## src/rtl/assb_pkg.sv

```systemverilog
// shared constants and types for the async serial port with baud generator
package assb_pkg;
  localparam logic [7:0] ADDR_CTRL = 8'h00;
  localparam logic [7:0] ADDR_CMD = 8'h04;
  localparam logic [7:0] ADDR_TXD = 8'h08;
  localparam logic [7:0] ADDR_TXSTA = 8'h0c;
  localparam logic [7:0] ADDR_RXD = 8'h10;
  localparam logic [7:0] ADDR_RXSTA = 8'h14;
  localparam logic [7:0] ADDR_SYSCLK = 8'h18;

  localparam int CTRL_ENRX = 6;
  localparam int CTRL_ENTX = 5;
  localparam int CTRL_RATE_LSB = 0;
  localparam int CMD_XSEL = 7;
  localparam int CMD_RCSEL_LSB = 3;
  localparam int CMD_PM = 2;
  localparam int CMD_PE = 1;
  localparam int CMD_WL = 0;
  localparam int SYSCLK_EXT = 0;
  localparam int SYSCLK_XEN = 1;
  localparam int TXSTA_ACTIVE = 1;
  localparam int TXSTA_LOADED = 0;

  localparam logic [7:0] CTRL_RST = 8'h05;
  localparam logic [7:0] CMD_RST = 8'h01;
  localparam logic [7:0] SYSCLK_RST = 8'h00;
  localparam logic [7:0] DATA_RST = 8'h00;

  localparam int IRQ_TX_LINE = 1;
  localparam int IRQ_RX_LINE = 0;

  localparam int PERIOD_W = 16;
  localparam logic [31:0] RC_BIT_DIV = 32'h0000_0010;
  localparam logic [15:0] XTAL_BIT_DIV = 16'h000e;
  localparam logic [4:0] RC_TOP_SHIFT = 5'h07;
  localparam int SRC_RC = 0;
  localparam int SRC_EXT = 1;
  localparam int SRC_XTAL = 2;

  typedef struct packed {
    logic xtal_sel;
    logic ext_choice;
    logic xtal_en;
    logic [2:0] rc_presc;
    logic [2:0] rate;
  } assb_baud_cfg_t;

  typedef struct packed {
    logic serr;
    logic perr;
    logic ferr;
    logic oerr;
    logic busy;
    logic loaded;
  } assb_rx_sta_t;

  typedef enum logic [1:0] {RX_IDLE, RX_START, RX_BITS, RX_STOP} assb_rx_state_t;
endpackage : assb_pkg

```

## src/rtl/assb_baud_gen.sv

```systemverilog
// clock source selection, synchronisation and bit period generation
`timescale 1ns/1ps
module assb_baud_gen (
  input wire logic clk,
  input wire logic srst,
  input wire assb_pkg::assb_baud_cfg_t cfg,
  input wire logic [2:0] osc_pins,
  output logic src_tick,
  output logic [assb_pkg::PERIOD_W-1:0] bit_period
);
  logic [2:0] s1_q;
  logic [2:0] s2_q;
  logic [2:0] s3_q;
  logic [2:0] rise;
  logic tick_d;
  logic [4:0] rc_shift;
  logic [31:0] rc_period;
  logic [assb_pkg::PERIOD_W-1:0] period_d;

  genvar i;
  generate
    for (i = 0; i < 3; i++) begin : g_sync
      always_ff @(posedge clk) begin
        if (srst) begin
          s1_q[i] <= 1'b0;
          s2_q[i] <= 1'b0;
          s3_q[i] <= 1'b0;
        end else begin
          s1_q[i] <= osc_pins[i];
          s2_q[i] <= s1_q[i];
          s3_q[i] <= s2_q[i];
        end
      end
      assign rise[i] = s2_q[i] & ~s3_q[i];
    end
  endgenerate

  always_comb begin
    tick_d = 1'b0;
    if (cfg.xtal_sel) begin
      tick_d = cfg.xtal_en & rise[assb_pkg::SRC_XTAL];
    end else if (cfg.ext_choice) begin
      tick_d = rise[assb_pkg::SRC_EXT];
    end else begin
      tick_d = rise[assb_pkg::SRC_RC];
    end
  end

  // each prescaler step adds a halving, each lower rate code one more
  assign rc_shift = assb_pkg::RC_TOP_SHIFT - {2'b00, cfg.rate} + {2'b00, cfg.rc_presc};
  assign rc_period = assb_pkg::RC_BIT_DIV << rc_shift;

  always_comb begin
    period_d = rc_period[assb_pkg::PERIOD_W-1:0];
    if (cfg.xtal_sel) begin
      // 14 crystal ticks per 2400 baud bit, about -2.48 percent off nominal
      period_d = assb_pkg::XTAL_BIT_DIV << (2'h3 - cfg.rate[1:0]);
    end else if (cfg.ext_choice) begin
      period_d = {rc_period[assb_pkg::PERIOD_W-2:0], 1'b0};
    end
  end

  always_ff @(posedge clk) begin
    if (srst) begin
      src_tick <= 1'b0;
      bit_period <= '0;
    end else begin
      src_tick <= tick_d;
      bit_period <= period_d;
    end
  end
endmodule : assb_baud_gen

```

## src/rtl/assb_uart.sv

```systemverilog
// buffered asynchronous serial port with apb registers
// How it works
// - holding write sets loaded flag
// - move to shifter clears loaded flag
// - tx status: active bit1, loaded bit0
// - rx status flag layout, zero reset
// - any rx status write clears overrun
// - reading rx holding clears loaded
// - tx irq line1, rx irq line0
// - crystal select 0 uses rc/external
// - external choice picks rc or external
// - crystal select 1 uses enabled crystal
// - rc divisor 16 to 2048, external doubled
// - prescaler 010 gives 4096 and 8192
// - crystal codes give 2400 to 300
// - crystal rate about -2.48 percent slow
// - word length, parity enable, parity mode
// - lsb first, start, parity, one stop
// - tx irq on loaded flag falling
// - stop bit moves word, irq raised
//
// Design decisions made here: the APB interface to the registers and the placing of the registers.
`timescale 1ns/1ps
module assb_uart (
  input wire logic clk,
  input wire logic srst,
  input wire logic psel,
  input wire logic penable,
  input wire logic pwrite,
  input wire logic [7:0] paddr,
  input wire logic [31:0] pwdata,
  output logic [31:0] prdata,
  output logic pready,
  output logic pslverr,
  input wire logic rx_pin,
  input wire logic rc_osc_in,
  input wire logic ext_clk_in,
  input wire logic xtal_osc_in,
  output logic tx_pin,
  output logic [1:0] high_priority_irq_line
);
  logic [7:0] ctrl_q;
  logic [7:0] cmd_q;
  logic [7:0] sysclk_q;
  logic [7:0] tx_holding_data_q;
  logic tx_holding_loaded_q;
  logic transmitter_active_q;
  logic [10:0] tx_shift_q;
  logic [3:0] tx_left_q;
  logic [assb_pkg::PERIOD_W-1:0] tx_cnt_q;
  logic [7:0] rx_holding_data_q;
  assb_pkg::assb_rx_sta_t rx_sta_q;
  assb_pkg::assb_rx_state_t rx_state_q;
  logic [assb_pkg::PERIOD_W-1:0] rx_cnt_q;
  logic [3:0] rx_idx_q;
  logic [8:0] rx_shift_q;
  logic rx_serr_q;
  logic rx_s1_q;
  logic rx_s2_q;
  logic rx_s3_q;
  logic src_tick;
  logic [assb_pkg::PERIOD_W-1:0] bit_period;
  assb_pkg::assb_baud_cfg_t baud_cfg;
  logic setup;
  logic access;
  logic wr_txd;
  logic rd_rxd;
  logic wr_rxsta;
  logic tx_load;
  logic tx_bit_end;
  logic rx_bit_end;
  logic rx_half;
  logic rx_done;
  logic [3:0] rx_nbits;
  logic [8:0] rx_aligned;
  logic [7:0] rx_word;
  logic rx_par_bit;
  logic [31:0] rdata_d;

  function automatic logic hit(input logic [7:0] a, input logic [7:0] off);
    hit = (a == off);
  endfunction : hit

  function automatic logic mapped(input logic [7:0] a);
    mapped = hit(a, assb_pkg::ADDR_CTRL) | hit(a, assb_pkg::ADDR_CMD) | hit(a, assb_pkg::ADDR_TXD) |
             hit(a, assb_pkg::ADDR_TXSTA) | hit(a, assb_pkg::ADDR_RXD) | hit(a, assb_pkg::ADDR_RXSTA) |
             hit(a, assb_pkg::ADDR_SYSCLK);
  endfunction : mapped

  // builds start, data, optional parity and stop bits, lsb first
  function automatic logic [10:0] tx_frame(input logic [7:0] data, input logic [7:0] cmd);
    logic [7:0] d;
    logic [3:0] nd;
    d = cmd[assb_pkg::CMD_WL] ? data : {1'b0, data[6:0]};
    nd = cmd[assb_pkg::CMD_WL] ? 4'h8 : 4'h7;
    tx_frame = 11'h7ff;
    tx_frame[0] = 1'b0;
    for (int i = 0; i < 8; i++) begin
      if (4'(i) < nd) begin
        tx_frame[i + 1] = d[i];
      end
    end
    if (cmd[assb_pkg::CMD_PE]) begin
      tx_frame[nd + 4'h1] = ^d ^ cmd[assb_pkg::CMD_PM];
    end
  endfunction : tx_frame

  assign baud_cfg.xtal_sel = cmd_q[assb_pkg::CMD_XSEL];
  assign baud_cfg.ext_choice = sysclk_q[assb_pkg::SYSCLK_EXT];
  assign baud_cfg.xtal_en = sysclk_q[assb_pkg::SYSCLK_XEN];
  assign baud_cfg.rc_presc = cmd_q[assb_pkg::CMD_RCSEL_LSB +: 3];
  assign baud_cfg.rate = ctrl_q[assb_pkg::CTRL_RATE_LSB +: 3];

  assb_baud_gen u_baud (
    .clk(clk),
    .srst(srst),
    .cfg(baud_cfg),
    .osc_pins({xtal_osc_in, ext_clk_in, rc_osc_in}),
    .src_tick(src_tick),
    .bit_period(bit_period)
  );

  // apb: zero wait state, registered answer
  assign setup = psel & ~penable;
  assign access = psel & penable & pready;
  assign wr_txd = access & pwrite & hit(paddr, assb_pkg::ADDR_TXD);
  assign wr_rxsta = access & pwrite & hit(paddr, assb_pkg::ADDR_RXSTA);
  assign rd_rxd = access & ~pwrite & hit(paddr, assb_pkg::ADDR_RXD);

  always_comb begin
    rdata_d = 32'h0000_0000;
    case (paddr)
      assb_pkg::ADDR_CTRL: rdata_d[7:0] = ctrl_q;
      assb_pkg::ADDR_CMD: rdata_d[7:0] = cmd_q;
      assb_pkg::ADDR_TXD: rdata_d[7:0] = tx_holding_data_q;
      assb_pkg::ADDR_TXSTA: rdata_d[1:0] = {transmitter_active_q, tx_holding_loaded_q};
      assb_pkg::ADDR_RXD: rdata_d[7:0] = rx_holding_data_q;
      assb_pkg::ADDR_RXSTA: rdata_d[5:0] = rx_sta_q;
      assb_pkg::ADDR_SYSCLK: rdata_d[1:0] = sysclk_q[1:0];
      default: rdata_d = 32'h0000_0000;
    endcase
  end

  always_ff @(posedge clk) begin
    if (srst) begin
      pready <= 1'b0;
      pslverr <= 1'b0;
      prdata <= 32'h0000_0000;
    end else begin
      pready <= setup;
      pslverr <= setup & ~mapped(paddr);
      if (setup & ~pwrite) begin
        prdata <= rdata_d;
      end
    end
  end

  always_ff @(posedge clk) begin
    if (srst) begin
      ctrl_q <= assb_pkg::CTRL_RST;
      cmd_q <= assb_pkg::CMD_RST;
      sysclk_q <= assb_pkg::SYSCLK_RST;
      tx_holding_data_q <= assb_pkg::DATA_RST;
    end else if (access & pwrite) begin
      if (hit(paddr, assb_pkg::ADDR_CTRL)) begin
        ctrl_q <= {1'b0, pwdata[6:0]};
      end
      if (hit(paddr, assb_pkg::ADDR_CMD)) begin
        cmd_q <= {pwdata[7], 1'b0, pwdata[5:0]};
      end
      if (hit(paddr, assb_pkg::ADDR_SYSCLK)) begin
        sysclk_q <= {6'h00, pwdata[1:0]};
      end
      if (hit(paddr, assb_pkg::ADDR_TXD)) begin
        tx_holding_data_q <= pwdata[7:0];
      end
    end
  end

  // transmitter
  assign tx_load = ~transmitter_active_q & tx_holding_loaded_q & ctrl_q[assb_pkg::CTRL_ENTX];
  assign tx_bit_end = src_tick & (tx_cnt_q >= bit_period - 1'b1);

  always_ff @(posedge clk) begin
    if (srst) begin
      tx_holding_loaded_q <= 1'b0;
    end else if (wr_txd) begin
      tx_holding_loaded_q <= 1'b1;
    end else if (tx_load) begin
      tx_holding_loaded_q <= 1'b0;
    end
  end

  always_ff @(posedge clk) begin
    if (srst) begin
      transmitter_active_q <= 1'b0;
      tx_shift_q <= 11'h7ff;
      tx_left_q <= 4'h0;
      tx_cnt_q <= '0;
    end else if (tx_load) begin
      transmitter_active_q <= 1'b1;
      tx_shift_q <= tx_frame(tx_holding_data_q, cmd_q);
      tx_left_q <= 4'h9 + {3'b000, cmd_q[assb_pkg::CMD_PE]} + {3'b000, cmd_q[assb_pkg::CMD_WL]};
      tx_cnt_q <= '0;
    end else if (transmitter_active_q & src_tick) begin
      if (tx_bit_end) begin
        tx_cnt_q <= '0;
        tx_shift_q <= {1'b1, tx_shift_q[10:1]};
        tx_left_q <= tx_left_q - 4'h1;
        transmitter_active_q <= (tx_left_q != 4'h1);
      end else begin
        tx_cnt_q <= tx_cnt_q + 1'b1;
      end
    end
  end

  always_ff @(posedge clk) begin
    if (srst) begin
      tx_pin <= 1'b1;
    end else begin
      tx_pin <= ~transmitter_active_q | tx_shift_q[0];
    end
  end

  // receiver
  always_ff @(posedge clk) begin
    if (srst) begin
      rx_s1_q <= 1'b1;
      rx_s2_q <= 1'b1;
      rx_s3_q <= 1'b1;
    end else begin
      rx_s1_q <= rx_pin;
      rx_s2_q <= rx_s1_q;
      rx_s3_q <= rx_s2_q;
    end
  end

  assign rx_nbits = 4'h7 + {3'b000, cmd_q[assb_pkg::CMD_WL]} + {3'b000, cmd_q[assb_pkg::CMD_PE]};
  assign rx_bit_end = src_tick & (rx_cnt_q >= bit_period - 1'b1);
  assign rx_half = src_tick & (rx_cnt_q >= (bit_period >> 1) - 1'b1);
  assign rx_done = (rx_state_q == assb_pkg::RX_STOP) & rx_bit_end;
  assign rx_aligned = rx_shift_q >> (4'h9 - rx_nbits);
  assign rx_word = cmd_q[assb_pkg::CMD_WL] ? rx_aligned[7:0] : {1'b0, rx_aligned[6:0]};
  assign rx_par_bit = cmd_q[assb_pkg::CMD_WL] ? rx_aligned[8] : rx_aligned[7];

  always_ff @(posedge clk) begin
    if (srst) begin
      rx_state_q <= assb_pkg::RX_IDLE;
      rx_cnt_q <= '0;
      rx_idx_q <= 4'h0;
      rx_shift_q <= 9'h000;
      rx_serr_q <= 1'b0;
    end else if (~ctrl_q[assb_pkg::CTRL_ENRX]) begin
      rx_state_q <= assb_pkg::RX_IDLE;
    end else begin
      case (rx_state_q)
        assb_pkg::RX_IDLE: begin
          rx_cnt_q <= '0;
          // only a falling edge starts a frame: a line still low after a frame error is no start
          if (~rx_s2_q & rx_s3_q) begin
            rx_state_q <= assb_pkg::RX_START;
          end
        end
        assb_pkg::RX_START: begin
          if (rx_half) begin
            rx_serr_q <= rx_s2_q;
            rx_cnt_q <= '0;
            rx_idx_q <= 4'h0;
            rx_state_q <= assb_pkg::RX_BITS;
          end else if (src_tick) begin
            rx_cnt_q <= rx_cnt_q + 1'b1;
          end
        end
        assb_pkg::RX_BITS: begin
          if (rx_bit_end) begin
            rx_cnt_q <= '0;
            rx_shift_q <= {rx_s2_q, rx_shift_q[8:1]};
            rx_idx_q <= rx_idx_q + 4'h1;
            if (rx_idx_q == rx_nbits - 4'h1) begin
              rx_state_q <= assb_pkg::RX_STOP;
            end
          end else if (src_tick) begin
            rx_cnt_q <= rx_cnt_q + 1'b1;
          end
        end
        assb_pkg::RX_STOP: begin
          if (rx_bit_end) begin
            rx_state_q <= assb_pkg::RX_IDLE;
          end else if (src_tick) begin
            rx_cnt_q <= rx_cnt_q + 1'b1;
          end
        end
        default: rx_state_q <= assb_pkg::RX_IDLE;
      endcase
    end
  end

  always_ff @(posedge clk) begin
    if (srst) begin
      rx_holding_data_q <= assb_pkg::DATA_RST;
    end else if (rx_done) begin
      rx_holding_data_q <= rx_word;
    end
  end

  // hardware set wins over a same-cycle software clear
  always_ff @(posedge clk) begin
    if (srst) begin
      rx_sta_q <= '0;
    end else begin
      rx_sta_q.busy <= (rx_state_q != assb_pkg::RX_IDLE) & ctrl_q[assb_pkg::CTRL_ENRX] & ~rx_done;
      if (rx_done) begin
        rx_sta_q.loaded <= 1'b1;
        rx_sta_q.serr <= rx_serr_q;
        rx_sta_q.perr <= cmd_q[assb_pkg::CMD_PE] & (rx_par_bit != (^rx_word ^ cmd_q[assb_pkg::CMD_PM]));
        rx_sta_q.ferr <= ~rx_s2_q;
      end else if (rd_rxd) begin
        rx_sta_q.loaded <= 1'b0;
      end
      if (rx_done & rx_sta_q.loaded & ~rd_rxd) begin
        rx_sta_q.oerr <= 1'b1;
      end else if (wr_rxsta) begin
        rx_sta_q.oerr <= 1'b0;
      end
    end
  end

  always_ff @(posedge clk) begin
    if (srst) begin
      high_priority_irq_line <= 2'b00;
    end else begin
      high_priority_irq_line[assb_pkg::IRQ_TX_LINE] <= tx_load & ~wr_txd;
      high_priority_irq_line[assb_pkg::IRQ_RX_LINE] <= rx_done;
    end
  end
endmodule : assb_uart

```

## config.mk

```make
export PLATFORM = sky130hd
export DESIGN_NAME = assb_uart
export DESIGN_NICKNAME = d
export VERILOG_FILES = /design/src/rtl/assb_pkg.sv /design/src/rtl/assb_baud_gen.sv /design/src/rtl/assb_uart.sv
export SDC_FILE = /design/constraint.sdc
export NUM_CORES = 1
export LEC_CHECK = 0
export BUFFER_PORTS_ARGS = -buffer_cell sky130_fd_sc_hd__buf_4
export CORE_ASPECT_RATIO = 0.7
export CORE_UTILIZATION = 60
export CTS_CLUSTER_SIZE = 40
export DETAILED_ROUTE_END_ITERATION = 10
export GPL_TIMING_DRIVEN = 0
export PLACE_DENSITY = 0.81
export SLEW_MARGIN = 20
export SYNTH_ARGS = -nofsm -noshare
export SYNTH_HDL_FRONTEND = slang
export SYNTH_SLANG_ARGS = --single-unit
```

## constraint.sdc

```tcl
create_clock -name clk -period 7.9 [get_ports clk]
set_clock_uncertainty 0.1 [all_clocks]
set_input_delay 1.975 -clock clk [delete_from_list [all_inputs] [get_ports clk]]
set_output_delay 1.975 -clock clk [all_outputs]
set_load 0.02 [all_outputs]
```

==> summary by stage, run 1 <==
Status
The run finished with clean final reports.

Clock tree
No sink is reached through more buffers than the 2 on the longest clock path. The total number of H-tree levels is 4. At the later pin of the worst-skew pair, clock insertion delay measures about 0.42 ns. The CTS tree is built. The cell at the root of the clock tree is sky130_fd_sc_hd__clkbuf_16. Buffers added to address setup during post-CTS repair amount to 0.

The clock-pin slew reported for the worst setup and hold paths after clock tree synthesis is 0.06 ns. In this run, CTS created clock tree buffers numbering 17. CTS saw between 100 and 150 sinks. In this run, post-CTS hold repair placed 0 buffers. The total of cells resized after clock tree synthesis is 0.

Setup path
The worst setup path is of the flop to flop kind. Of all nets on the critical path, the largest fanout is 9. STA classifies the critical path startpoint as a flop. The signal arrival time at the worst endpoint is 4.70 ns. For the worst setup path, the data required time is approximately 8 ns. The kind of capture point of the worst setup path is a flop.

STA
The hold violation count in the final report is 0. The number of endpoints failing setup at the final stage is 0. The post-route clock period utilization is 57.1%. In this run the tightest slew margin relative to its limit is around 46%. On the final layout, the worst hold slack is about 0.32 ns. Setup repair after global routing left no endpoint under its margin. Subtracting the final worst setup slack from the clock period gives 4.51 ns. The max-slew violation count is 0. For the pin with the worst max-slew slack, the measured transition is around 0.8 ns. Derived from the worst setup path, the maximum achievable clock frequency is between 200 and 250 MHz. For the final routed database, the setup TNS stands at 0 ns.

Drt
Once detail routing completed, the nets flagged for antenna violations numbered 0. Using the TritonRoute via totals, the vias-per-cell ratio works out to 6.00. The post-detailed-routing wire length is about 22 mm. After detailed routing, the number of remaining DRC violations is 0. The post-detailed-route wirelength per cell is 17.4 um. The routed via count is roughly 7,500. The first detailed-routing pass ran for 5 iterations.

The starting DRC count in detailed routing is around 650.

Yosys
The number of warnings printed during yosys synthesis is 0. The share of synthesized registers carrying an async set or reset is 0%. Synthesis handed over a netlist of approximately 970 instances. The flip-flop and latch count after synthesis is approximately 140.

The number of library cell types mapped by synthesis is 77. The mean area per synthesized cell is 8.57 um^2. The synthesized cell area is a little over 8000 um^2. The sequential element share of the synthesized area is 34.5%.

In the synthesized netlist the dominant register cell turns out to be sky130_fd_sc_hd__dfxtp_1. Yosys mapped a number of flops with a built-in enable equal to 0.

Final layout
Of the cells placed in the final design, the portion with a size suffix greater than 1 is between 10% and 20%. Once layout is done, the placed cells without fillers occupy about 9500 um^2. The net count reported at finish is roughly 1,100. Leaving out fill and tap cells, the most frequent cell in the layout is sky130_fd_sc_hd__dfxtp_1.

The area growth from synthesis to layout is 14.3%. The library cells used most frequently in the layout, excluding fill and tap cells, are sky130_fd_sc_hd__dfxtp_1 (143), sky130_fd_sc_hd__nor2_1 (111), sky130_fd_sc_hd__nand2_1 (73), sky130_fd_sc_hd__a21oi_1 (63), sky130_fd_sc_hd__buf_4 (60). For this run, the share of the core covered by cells in the final layout is 71.3%. 0 antenna diodes ended up in the layout.

Job
The number of max-capacitance violations reported is 0.

Power
The leakage power summed over all cells is 3.87 nW. IR analysis of the VDD net gives a maximum drop of between 0.15 and 0.2 mV. The net switching power is around 0.00039 W. The total chip power is 0.00166 W. The internal power component is 0.00126 W. In this run switching power makes up around a quarter of total power. Combinational logic is responsible for 5.5% of the overall power. The total power per unit cell area is about 170 nW/um^2.

The clock network accounts for around half of the total power. The fraction of power consumed by sequential logic is between 40% and 50%.

Floorplanning
The effective utilization at floorplan is 62.4%. In this run the vertical extent of the chip is 100 um. The area of the die is roughly 14,000 um^2.

The total number of placement rows is 35. The region available for standard cell placement spans between 10,000 and 15,000 um^2. The number of top-level design ports is 86. The overall die width is approximately 140 um.

Hold path
The type of the worst min-delay path is flop to flop.

Place
Detailed placement ended at an HPWL of around 16 mm. The congestion estimate from routability-driven global placement came to 0.967. The total cell area at the placement stage is slightly below 9000 um^2. The count of input and output buffers is 35.

Global routing
The number of global-route vias before repair is slightly below 7,000. Entering global routing, the biggest net connects 17 pins. The global-route usage over all layers is 31.3%. The number of antenna violations at the first check in global routing was 0. The first global-routing pass estimated between 30 and 40 mm of wire.

The total grt overflow is 0.
==> per-stage QoR <==
| stage | std cells | setup slack (ns) |
|---|---|---|
| 2_1_floorplan | 992 | 3.79 |
| 3_3_place_gp | 1212 | 3.24 |
| 3_5_place_dp | 1212 | 3.15 |
| 4_1_cts | 1244 | 3.47 |
| 5_1_grt | 1244 | 3.15 |
| 6_report | 1244 | 3.39 |
==> cell type report <==
class,count,area (um^2)
inverters,43,161
repair buffers,35,263
plain buffers,72,377
flip-flops and latches,143,2860
fillers,1061,3820
clock inverters,14,180
clock buffers,18,429
multi-input cells,734,4990
well taps,185,231
==> kinds of logic after synthesis <==
family	synth area share [%]
buffers and inverters	6.48
AND/OR/NAND/NOR	21.3
adder cells (fa/ha/maj)	7.40
AO/OA/AOI/OAI	16.2
other	0.0452
flip-flops	34.5
XOR/XNOR	6.68
multiplexers	7.48
==> per-layer routing <==
layer	vias to the layer above	global-route usage (%)	part of all wire [%]
met5	-	0	0
met4	0	7.69	0.90
met3	18	6.39	9.1
met2	319	45.1	42
met1	3548	47.3	48
li1	3582	-	-
==> path summary, 6_finish.rpt <==
kind	from	to	slack (ns)	depth (start not counted)
worst max register to register	u_baud.bit_period[1]$_SDFF_PP0_	rx_shift_q[8]$_SDFFE_PP0P_	3.39	12
worst max-delay path	u_baud.bit_period[1]$_SDFF_PP0_	rx_shift_q[8]$_SDFFE_PP0P_	3.39	12
worst min-delay path	rx_s1_q$_SDFF_PP1_	rx_s2_q$_SDFF_PP1_	0.32	1
worst min register to register	rx_s1_q$_SDFF_PP1_	rx_s2_q$_SDFF_PP1_	0.32	1
==> sequential cells by signal, summed over array words and instances, names as in the netlist, 6 cells and up <==
register,flops
cmd_q,7
ctrl_q,7
prdata,8
rx_cnt_q,16
rx_holding_data_q,8
rx_shift_q,9
rx_sta_q,6
tx_cnt_q,16
tx_holding_data_q,8
tx_shift_q,10
u_baud.bit_period,15
==> cell usage after synthesis, types with 6 or more instances <==
| cell type | n | area [um^2] |
|---|---|---|
| sky130_fd_sc_hd__nand4_1 | 11 | 68.8 |
| sky130_fd_sc_hd__or2_2 | 7 | 43.8 |
| sky130_fd_sc_hd__buf_4 | 25 | 188 |
| sky130_fd_sc_hd__o2bb2ai_1 | 13 | 114 |
| sky130_fd_sc_hd__mux2i_1 | 35 | 350 |
| sky130_fd_sc_hd__nand2_1 | 73 | 274 |
| sky130_fd_sc_hd__clkbuf_1 | 40 | 150 |
| sky130_fd_sc_hd__dfxtp_1 | 143 | 2860 |
| sky130_fd_sc_hd__nor3_1 | 35 | 175 |
| sky130_fd_sc_hd__a22oi_1 | 11 | 82.6 |
| sky130_fd_sc_hd__and2_1 | 9 | 56.3 |
| sky130_fd_sc_hd__a211oi_1 | 6 | 45.0 |
| sky130_fd_sc_hd__nand3_1 | 26 | 130 |
| sky130_fd_sc_hd__and3_1 | 6 | 37.5 |
| sky130_fd_sc_hd__o21ai_0 | 32 | 160 |
| sky130_fd_sc_hd__mux4_2 | 11 | 248 |
| sky130_fd_sc_hd__inv_1 | 43 | 161 |
| sky130_fd_sc_hd__nor2_1 | 111 | 417 |
| sky130_fd_sc_hd__nor4_1 | 10 | 62.6 |
| sky130_fd_sc_hd__or4_1 | 6 | 45.0 |
| sky130_fd_sc_hd__a21oi_1 | 63 | 315 |
| sky130_fd_sc_hd__or3_1 | 21 | 131 |
| sky130_fd_sc_hd__nand2b_1 | 9 | 56.3 |
| sky130_fd_sc_hd__xnor2_1 | 36 | 315 |
| sky130_fd_sc_hd__a21o_1 | 7 | 52.6 |
| sky130_fd_sc_hd__xor2_1 | 15 | 131 |
| sky130_fd_sc_hd__a31oi_1 | 6 | 37.5 |
| sky130_fd_sc_hd__o31a_1 | 9 | 78.8 |
| sky130_fd_sc_hd__ha_1 | 45 | 563 |
| sky130_fd_sc_hd__nor2b_1 | 12 | 75.1 |
==> critical path, stage by stage (launching register included) <==
cell and delay, ns:
sky130_fd_sc_hd__dfxtp_1 0.40, sky130_fd_sc_hd__inv_1 0.13, sky130_fd_sc_hd__ha_1 0.20, sky130_fd_sc_hd__or4b_1 0.51, sky130_fd_sc_hd__or3_1 0.43, sky130_fd_sc_hd__xor2_1 0.67
sky130_fd_sc_hd__a221oi_1 0.25, sky130_fd_sc_hd__a22oi_1 0.36, sky130_fd_sc_hd__a21oi_1 0.19, sky130_fd_sc_hd__nor4_1 0.24, sky130_fd_sc_hd__clkbuf_1 0.55, sky130_fd_sc_hd__mux2i_1 0.27
sky130_fd_sc_hd__nor2_1 0.06
==> power groups by stage <==
stage / clock (W) / sequential (W) / combinational [W]
after floorplan: 0 / 0.000743 / 0.0000599
after CTS: 0.000841 / 0.000727 / 0.0000891
after global placement: 0 / 0.000743 / 0.0000871
final: 0.000837 / 0.000727 / 0.0000917
after detailed placement: 0 / 0.000743 / 0.0000881
after global routing: 0.000874 / 0.000727 / 0.0000982
(Power assumes the default switching activity.)
==> run 2: changes to the inputs <==
clock period = 4.2 ns   (was 7.9 ns; I/O delays follow)
==> run 2 against run 1 <==
Clock-buffer cell count stayed put. Register-to-register slack lost 3.3 ns. Global-route usage hardly changed. Setup slack got worse by 3.3 ns. Core utilization is 1.2 points higher. Sequential power rose by 88%. Hold slack lost 0.0021 ns. Design area up 1.7%. Final cell count increased by 0.72%. Sequential cell count is the same. Critical endpoint is now rx_cnt_q[8]$_SDFFE_PP0P_.
==> summary by stage, run 2 (synthesis gave the netlist of run 1 again) <==
Floorplanning
Once the floorplan was initialized, standard cells occupied roughly 62% of the core. The area inside the core boundary is roughly 13,000 um^2. For this design the top-level I/O count stands at between 80 and 90. The total number of placement rows is 35. The overall die width is roughly 140 um.

The die is approximately 100 um tall. The area of the die is approximately 14,000 um^2.

Global routing
The number of antenna violations at the first check in global routing is 0. Global routing finished with a remaining overflow of 0. The first global-routing pass estimated 34.8 mm of wire. Entering global routing, the biggest net connects 17 pins. The number of global-route vias before repair was between 6,000 and 7,000. Global routing used 31.4% of the available tracks across all layers.

STA
In this run the tightest slew margin relative to its limit is between 40% and 50%. The max-slew violation count came to 0. The hold violation count in the final report came to 0.

Setup violations remaining at the end of the flow were counted as 0. The accumulated negative setup slack is 0 ns. The shortest period the worst path allows is 4.12 ns. The post-route clock period utilization is between 90 and 100%. The worst slack on hold paths is 0.321 ns. For the pin with the worst max-slew slack, the measured transition is approximately 0.8 ns.

Derived from the worst setup path, the maximum achievable clock frequency is between 200 and 250 MHz.

Clock tree
The worst-skew pair later-pin latency is 0.43 ns. The clock sink count is around 140. In this run the clock root is driven by a sky130_fd_sc_hd__clkbuf_16.

The clock-pin slew reported for the worst setup and hold paths after clock tree synthesis is around 0.07 ns. The count of hold-fix buffers inserted at cts is 0. TritonCTS created 17 clock buffers. The CTS tree is built.

The longest clock path from root to sink contains 2 buffers. The total number of H-tree levels is 4.

Setup path
The longest individual stage delay on the worst path is roughly 0.51 ns. Traced cell by cell, the critical path runs through or4_1 > clkbuf_4 > nor4_1 > xnor2_1 > ha_1 > a21oi_1 > o21ai_0 > maj3_1 > a31o_4 > a211o_1 > a31oi_4 > and3_1 > buf_4 > buf_6 > o2bb2ai_1. Of all nets on the critical path, the largest fanout is 10. Data on the critical path is required at its endpoint by 4.46 ns. The kind of capture point of the worst setup path is a flop. Data arrives at the worst endpoint at ~4.4 ns. The setup path with the least slack is of type flop to flop. The type of origin of the critical path is a flop. The slowest stage of the critical path is the sky130_fd_sc_hd__or4_1 cell.

Drt
The routed via count is ~7,500. The number of routed nets with antenna violations is 0. In the routed layout, each cell is associated on average with a via count of between 6 and 7. The starting DRC count in detailed routing is between 600 and 700. The post-detailed-route wirelength per cell is 17.6 um.

The first-pass iteration count of the detailed router is 5. The number of remaining DRC errors is 0. The post-detailed-routing wire length is ~22 mm.

Final layout
Summing all non-filler instances in the final layout gives an area of 9650 um^2. The library cells used most frequently in the layout, excluding fill and tap cells, are sky130_fd_sc_hd__dfxtp_1 (142), sky130_fd_sc_hd__nor2_1 (110), sky130_fd_sc_hd__nand2_1 (73), sky130_fd_sc_hd__buf_4 (69), sky130_fd_sc_hd__a21oi_1 (61). The final core area utilization is 72.5%.

The total area of multi-input combinational cells is a little over 5000 um^2. The largest registers in the layout are rx_cnt_q (16), tx_cnt_q (16), u_baud.bit_period (15). 0 antenna diodes ended up in the layout. The area growth from synthesis to layout is 16.3%. The share of layout cells above drive strength 1 is between 10% and 20%. At the end of the flow, the number of nets in the layout was 1,150. The register cell area after layout is around 2900 um^2. The leading cell type in the layout, fill and taps excluded is sky130_fd_sc_hd__dfxtp_1. The filler cells instantiated in the layout total around 1,000. Leaving out filler cells and counting taps, the final layout contains roughly 1,300.

Place
At the end of routability-driven placement, the weighted congestion stood at 0.967. The total cell area at the placement stage is between 8000 and 9000 um^2. The HPWL reported at the end of detailed placement is roughly 16 mm. The count of input and output buffers is 35. The number of placed instances, taps included, is between 1,000 and 1,500.

Power
For this design the ratio of total power to cell area is approximately 320 nW/um^2. The leakage power summed over all cells is slightly below 4 nW. The worst ir drop on vdd is between 0.2 and 0.3 mV.

Status
The flow ran to the end, and the final reports show no timing, DRC or antenna violations.

Job
Across the run, the number of max-cap violations was 0.

Hold path
The worst hold path belongs to the class flop to flop.
[run 2: report_power, final]
part / total [W] / switching, W / internal (W) / leakage (nW)
Sequential: 0.00137 / 0.00000523 / 0.00136 / 1.16
Combinational: 0.000180 / 0.000112 / 0.0000672 / 2.49
Clock: 0.00158 / 0.000635 / 0.000946 / 0.298
Total: 0.00313 / 0.000753 / 0.00238 / 3.94
[run 2: repair_timing]
item	in CTS	in global routing
setup buffers	0	9
gates resized for setup	4	16
endpoints found under the setup margin	38	52
pin swaps	0	4
[run 2: stage by stage]
| stage | power, W | worst slack, ns |
|---|---|---|
| 3_3_place_gp | 0.00156 | 0.00798 |
| 2_1_floorplan | 0.00151 | 0.485 |
| 3_5_place_dp | 0.00156 | -0.153 |
| 6_report | 0.00313 | 0.0806 |
| 4_1_cts | 0.00312 | 0.0245 |
| 5_1_grt | 0.00321 | -0.0224 |
[run 2: final timing paths]
path | start | endpoint | slack, ns | cells past startpoint
worst min register to register | rx_s1_q$_SDFF_PP1_ | rx_s2_q$_SDFF_PP1_ | 0.32 | 1
worst min-delay path | rx_s1_q$_SDFF_PP1_ | rx_s2_q$_SDFF_PP1_ | 0.32 | 1
worst max-delay path | u_baud.bit_period[5]$_SDFF_PP0_ | rx_cnt_q[8]$_SDFFE_PP0P_ | 0.08 | 15
worst max register to register | u_baud.bit_period[5]$_SDFF_PP0_ | rx_cnt_q[8]$_SDFFE_PP0P_ | 0.08 | 15
[run 2: metal layers]
metal | vias to the layer above | global-route usage [%] | share of wire, %
met4 | 0 | 7.69 | 1.2
li1 | 3594 | - | -
met3 | 33 | 6.39 | 8.5
met1 | 3581 | 47.4 | 49
met2 | 337 | 45.2 | 42
met5 | - | 0 | 0
[run 2: area by class of cell]
cell class | count | share of cell area (%)
Multi-Input combinational cell | 734 | 52.5
Sequential cell | 143 | 29.7
Clock buffer | 18 | 4.45
Clock inverter | 14 | 1.87
Timing Repair Buffer | 44 | 3.42
Inverter | 43 | 1.67
Buffer | 72 | 4.01
Tap cell | 185 | 2.40
[run 2: worst max-delay path, delay by kind of cell, from the launching register on]
family	cells	cell delay [ns]
AOI/OAI and AO/OA	6	1.23
xor gates and xnor gates	1	0.24
adders and majority gates	2	0.69
buffers and inverters	3	0.48
DFF	1	0.36
and+or+nand+nor	3	0.94
==> run 3: changes to the inputs <==
CORE_MARGIN = 2   (was default)
==> run 3 against run 2 <==
Critical path depth grew 1. Critical endpoint unchanged. Core utilization is 0.29 points lower. Setup slack improved by 0.052 ns. Design area down 0.40%. Largest cell class unchanged. Register-to-register slack improved by 0.05 ns. Die area is 3.4% higher. Sequential share of layout area is 0.12 points higher. First-iteration DRC count increased by 9.3%. Clock power down 3%.
==> summary by stage, run 3 (synthesis gave the netlist of run 1 again) <==
Place
The HPWL reported at the end of detailed placement is 15.9 mm. During placement, the flow inserted port buffers numbering 35. The total cell area at the placement stage is slightly below 9000 um^2.

The final estimated routing congestion in global placement is approximately 0.98.

STA
The shortest period the worst path allows is approximately 4.1 ns. The number of endpoints failing setup at the final stage is 0. The hold violation count in the final report is 0.

Headroom to the max-slew limit came out at approximately half. For this run, the top clock speed supported by timing is around 250 MHz. The max-slew violation count was 0. The post-route clock period utilization is ~97%. The transition time of the tightest slew-check pin is between 0.7 and 0.8 ns.

Clock tree
The H-tree generated during clock tree synthesis spans 4 levels. The clock tree buffer depth is 2. Counting every sink on the clock net gives about 140. Buffers inserted to repair hold after CTS numbered 0. TritonCTS built the clock tree. Clock tree synthesis selected as its root buffer the cell sky130_fd_sc_hd__clkbuf_16. The clock-pin slew reported for the worst setup and hold paths after clock tree synthesis is approximately 0.06 ns. The worst-skew pair later-pin latency is 0.42 ns.

Counting the buffers created by CTS gives 17.

Final layout
0 antenna diodes ended up in the layout. The share of layout cells above drive strength 1 is 13.8%. In the layout the commonest cells are sky130_fd_sc_hd__dfxtp_1 (142), sky130_fd_sc_hd__nor2_1 (110), sky130_fd_sc_hd__nand2_1 (73), sky130_fd_sc_hd__buf_4 (67), sky130_fd_sc_hd__a21oi_1 (61). Across the whole layout, storage elements account for about 2900 um^2.

In the final layout, the multi-input gates occupy approximately 5100 um^2. The largest registers in the layout are rx_cnt_q (16), tx_cnt_q (16), u_baud.bit_period (15). The leading cell type in the layout, fill and taps excluded is sky130_fd_sc_hd__dfxtp_1. The area of all placed cells without fillers is between 9000 and 10,000 um^2.

The area growth from synthesis to layout is 15.8%. At the end of the flow, the number of nets in the layout was 1,146. After filler insertion, the fill cell instance count of the layout stands at 1,029.

Status
The flow ran to the end, and the final reports show no timing, DRC or antenna violations.

Power
Power spread over the standard cell area amounts to 320 nW/um^2. The worst ir drop on vdd is 0.287 mV. The design draws a little over 0.003 W. In this run the static leakage power is slightly below 4 nW.

Drt
The number of routed nets with antenna violations is 0. After detailed routing, the number of remaining DRC violations is 0. The first-pass iteration count of the detailed router is 6. After detailed routing, the total wire length is 21.7 mm. The routed layout has 7,489 vias. For this block, the initial DRC count from the detailed router was between 700 and 800. The via density per instance is about 6. The post-detailed-route wirelength per cell is about 17 um.

Setup path
The worst register-to-register path has a depth of 16. The data required time of the worst path is ~4.5 ns. The kind of critical path is flop to flop. The signal arrival time at the worst endpoint is between 4 and 5 ns.

The worst reg-to-reg setup slack is about 0.13 ns. The maximum fanout along the worst path is 10. The endpoint identified for the worst register-to-register timing path is rx_cnt_q[8]$_SDFFE_PP0P_. The critical path starts at u_baud.bit_period[6]$_SDFF_PP0_.

The startpoint of the worst register-to-register path is u_baud.bit_period[6]$_SDFF_PP0_. The kind of capture point of the worst setup path is a flop. The worst setup path is launched from a flop.

Job
The number of max-capacitance violations reported is 0.

Floorplanning
The die covers 14,800 um^2. The initialized floorplan defines 35 standard-cell rows. For this configuration, the core starts out at a cell density of between 60% and 70%. During I/O placement, the number of pins put on the boundary was 86. The overall die width is 145 um. Measured along the y axis, the die boundary spans 102 um. The area inside the core boundary is 13,300 um^2.

Global routing
Global routing consumed, over all layers together, just under 30% of the routing resources. The number of antenna violations at the first check in global routing is 0. The number of global-route vias before repair is around 6,600. The pin count of the biggest net entering global routing is 17. The total overflow left after global routing is 0. The first-pass GRT wire length is ~34 mm.

Hold path
The startpoint identified for the worst hold timing path is rx_s1_q$_SDFF_PP1_. The worst min-delay path endpoint is rx_s2_q$_SDFF_PP1_. The worst hold path cell count is 1. The type of the worst min-delay path is flop to flop.
==> run 3: what timing repair did <==
action | in CTS | in global routing
resized for setup | 2 | 24
pin swaps | 0 | 5
buffers inserted | 0 | 5
endpoints found under the setup margin | 28 | 57
==> run 3: area by class of cell <==
class / count / share of cell area [%]
plain buffers: 72 / 4.02
clock buffers: 18 / 4.46
clock inverters: 13 / 1.71
inverters: 43 / 1.68
multi-input cells: 734 / 52.8
flip-flops and latches: 143 / 29.8
well taps: 185 / 2.41
repair buffers: 40 / 3.12
==> run 3: power breakdown <==
| group | switching (W) | leakage, nW | internal, W | total [W] |
|---|---|---|---|---|
| clock network | 0.000592 | 0.287 | 0.000933 | 0.00153 |
| registers | 0.00000567 | 1.16 | 0.00136 | 0.00137 |
| logic | 0.000112 | 2.47 | 0.0000660 | 0.000178 |
| total | 0.000710 | 3.91 | 0.00236 | 0.00307 |
==> run 3: layer usage <==
metal	part of all wire (%)	routed length, um	GRT usage [%]
met1	46	10000	44.4
met2	41	8920	42.1
met3	11	2360	6.14
met4	1.9	401	9.34
met5	0	0	0
==> run 3: through the flow <==
step / utilization, % / instances / TNS, ns / setup WS (ns) / hold WS (ns)
after detailed placement: 66.7 / 1212 / -1.15 / -0.134 / 0.294
after global placement: 66.7 / 1212 / -0.0472 / -0.0147 / 0.294
after global routing: 72.2 / 1248 / -0.254 / -0.0373 / 0.327
final: 72.2 / 1248 / 0 / 0.133 / 0.308
after CTS: 71.3 / 1243 / 0 / 0.00468 / 0.308
after floorplan: - / 992 / 0 / 0.485 / 0.289
==> run 3: worst max-delay path by stage <==
| stage | endpoint | slack [ns] | cells after the start |
|---|---|---|---|
| 2_1_floorplan | rx_cnt_q[11]$_SDFFE_PP0P_ | 0.48 | 16 |
| 5_1_grt | rx_cnt_q[14]$_SDFFE_PP0P_ | -0.04 | 16 |
| 3_5_place_dp | rx_shift_q[8]$_SDFFE_PP0P_ | -0.13 | 12 |
| 4_1_cts | rx_sta_q[5]$_SDFFE_PP0P_ | 0.005 | 16 |
| 3_3_place_gp | rx_shift_q[8]$_SDFFE_PP0P_ | -0.01 | 12 |
| 6_report | rx_cnt_q[8]$_SDFFE_PP0P_ | 0.13 | 16 |
==> run 3: worst max-delay path: stages (launching register included) <==
cell,delay [ns]
sky130_fd_sc_hd__dfxtp_1,0.35
sky130_fd_sc_hd__or4_1,0.53
sky130_fd_sc_hd__buf_4,0.18
sky130_fd_sc_hd__nor2_2,0.13
sky130_fd_sc_hd__xnor2_2,0.15
sky130_fd_sc_hd__ha_1,0.27
sky130_fd_sc_hd__a21o_1,0.19
sky130_fd_sc_hd__a21oi_1,0.14
sky130_fd_sc_hd__o21ai_1,0.10
sky130_fd_sc_hd__maj3_1,0.38
sky130_fd_sc_hd__a31o_4,0.28
sky130_fd_sc_hd__a211o_1,0.35
sky130_fd_sc_hd__a31oi_4,0.23
sky130_fd_sc_hd__and3_1,0.19
sky130_fd_sc_hd__buf_4,0.15
sky130_fd_sc_hd__buf_6,0.14
sky130_fd_sc_hd__o2bb2ai_1,0.11
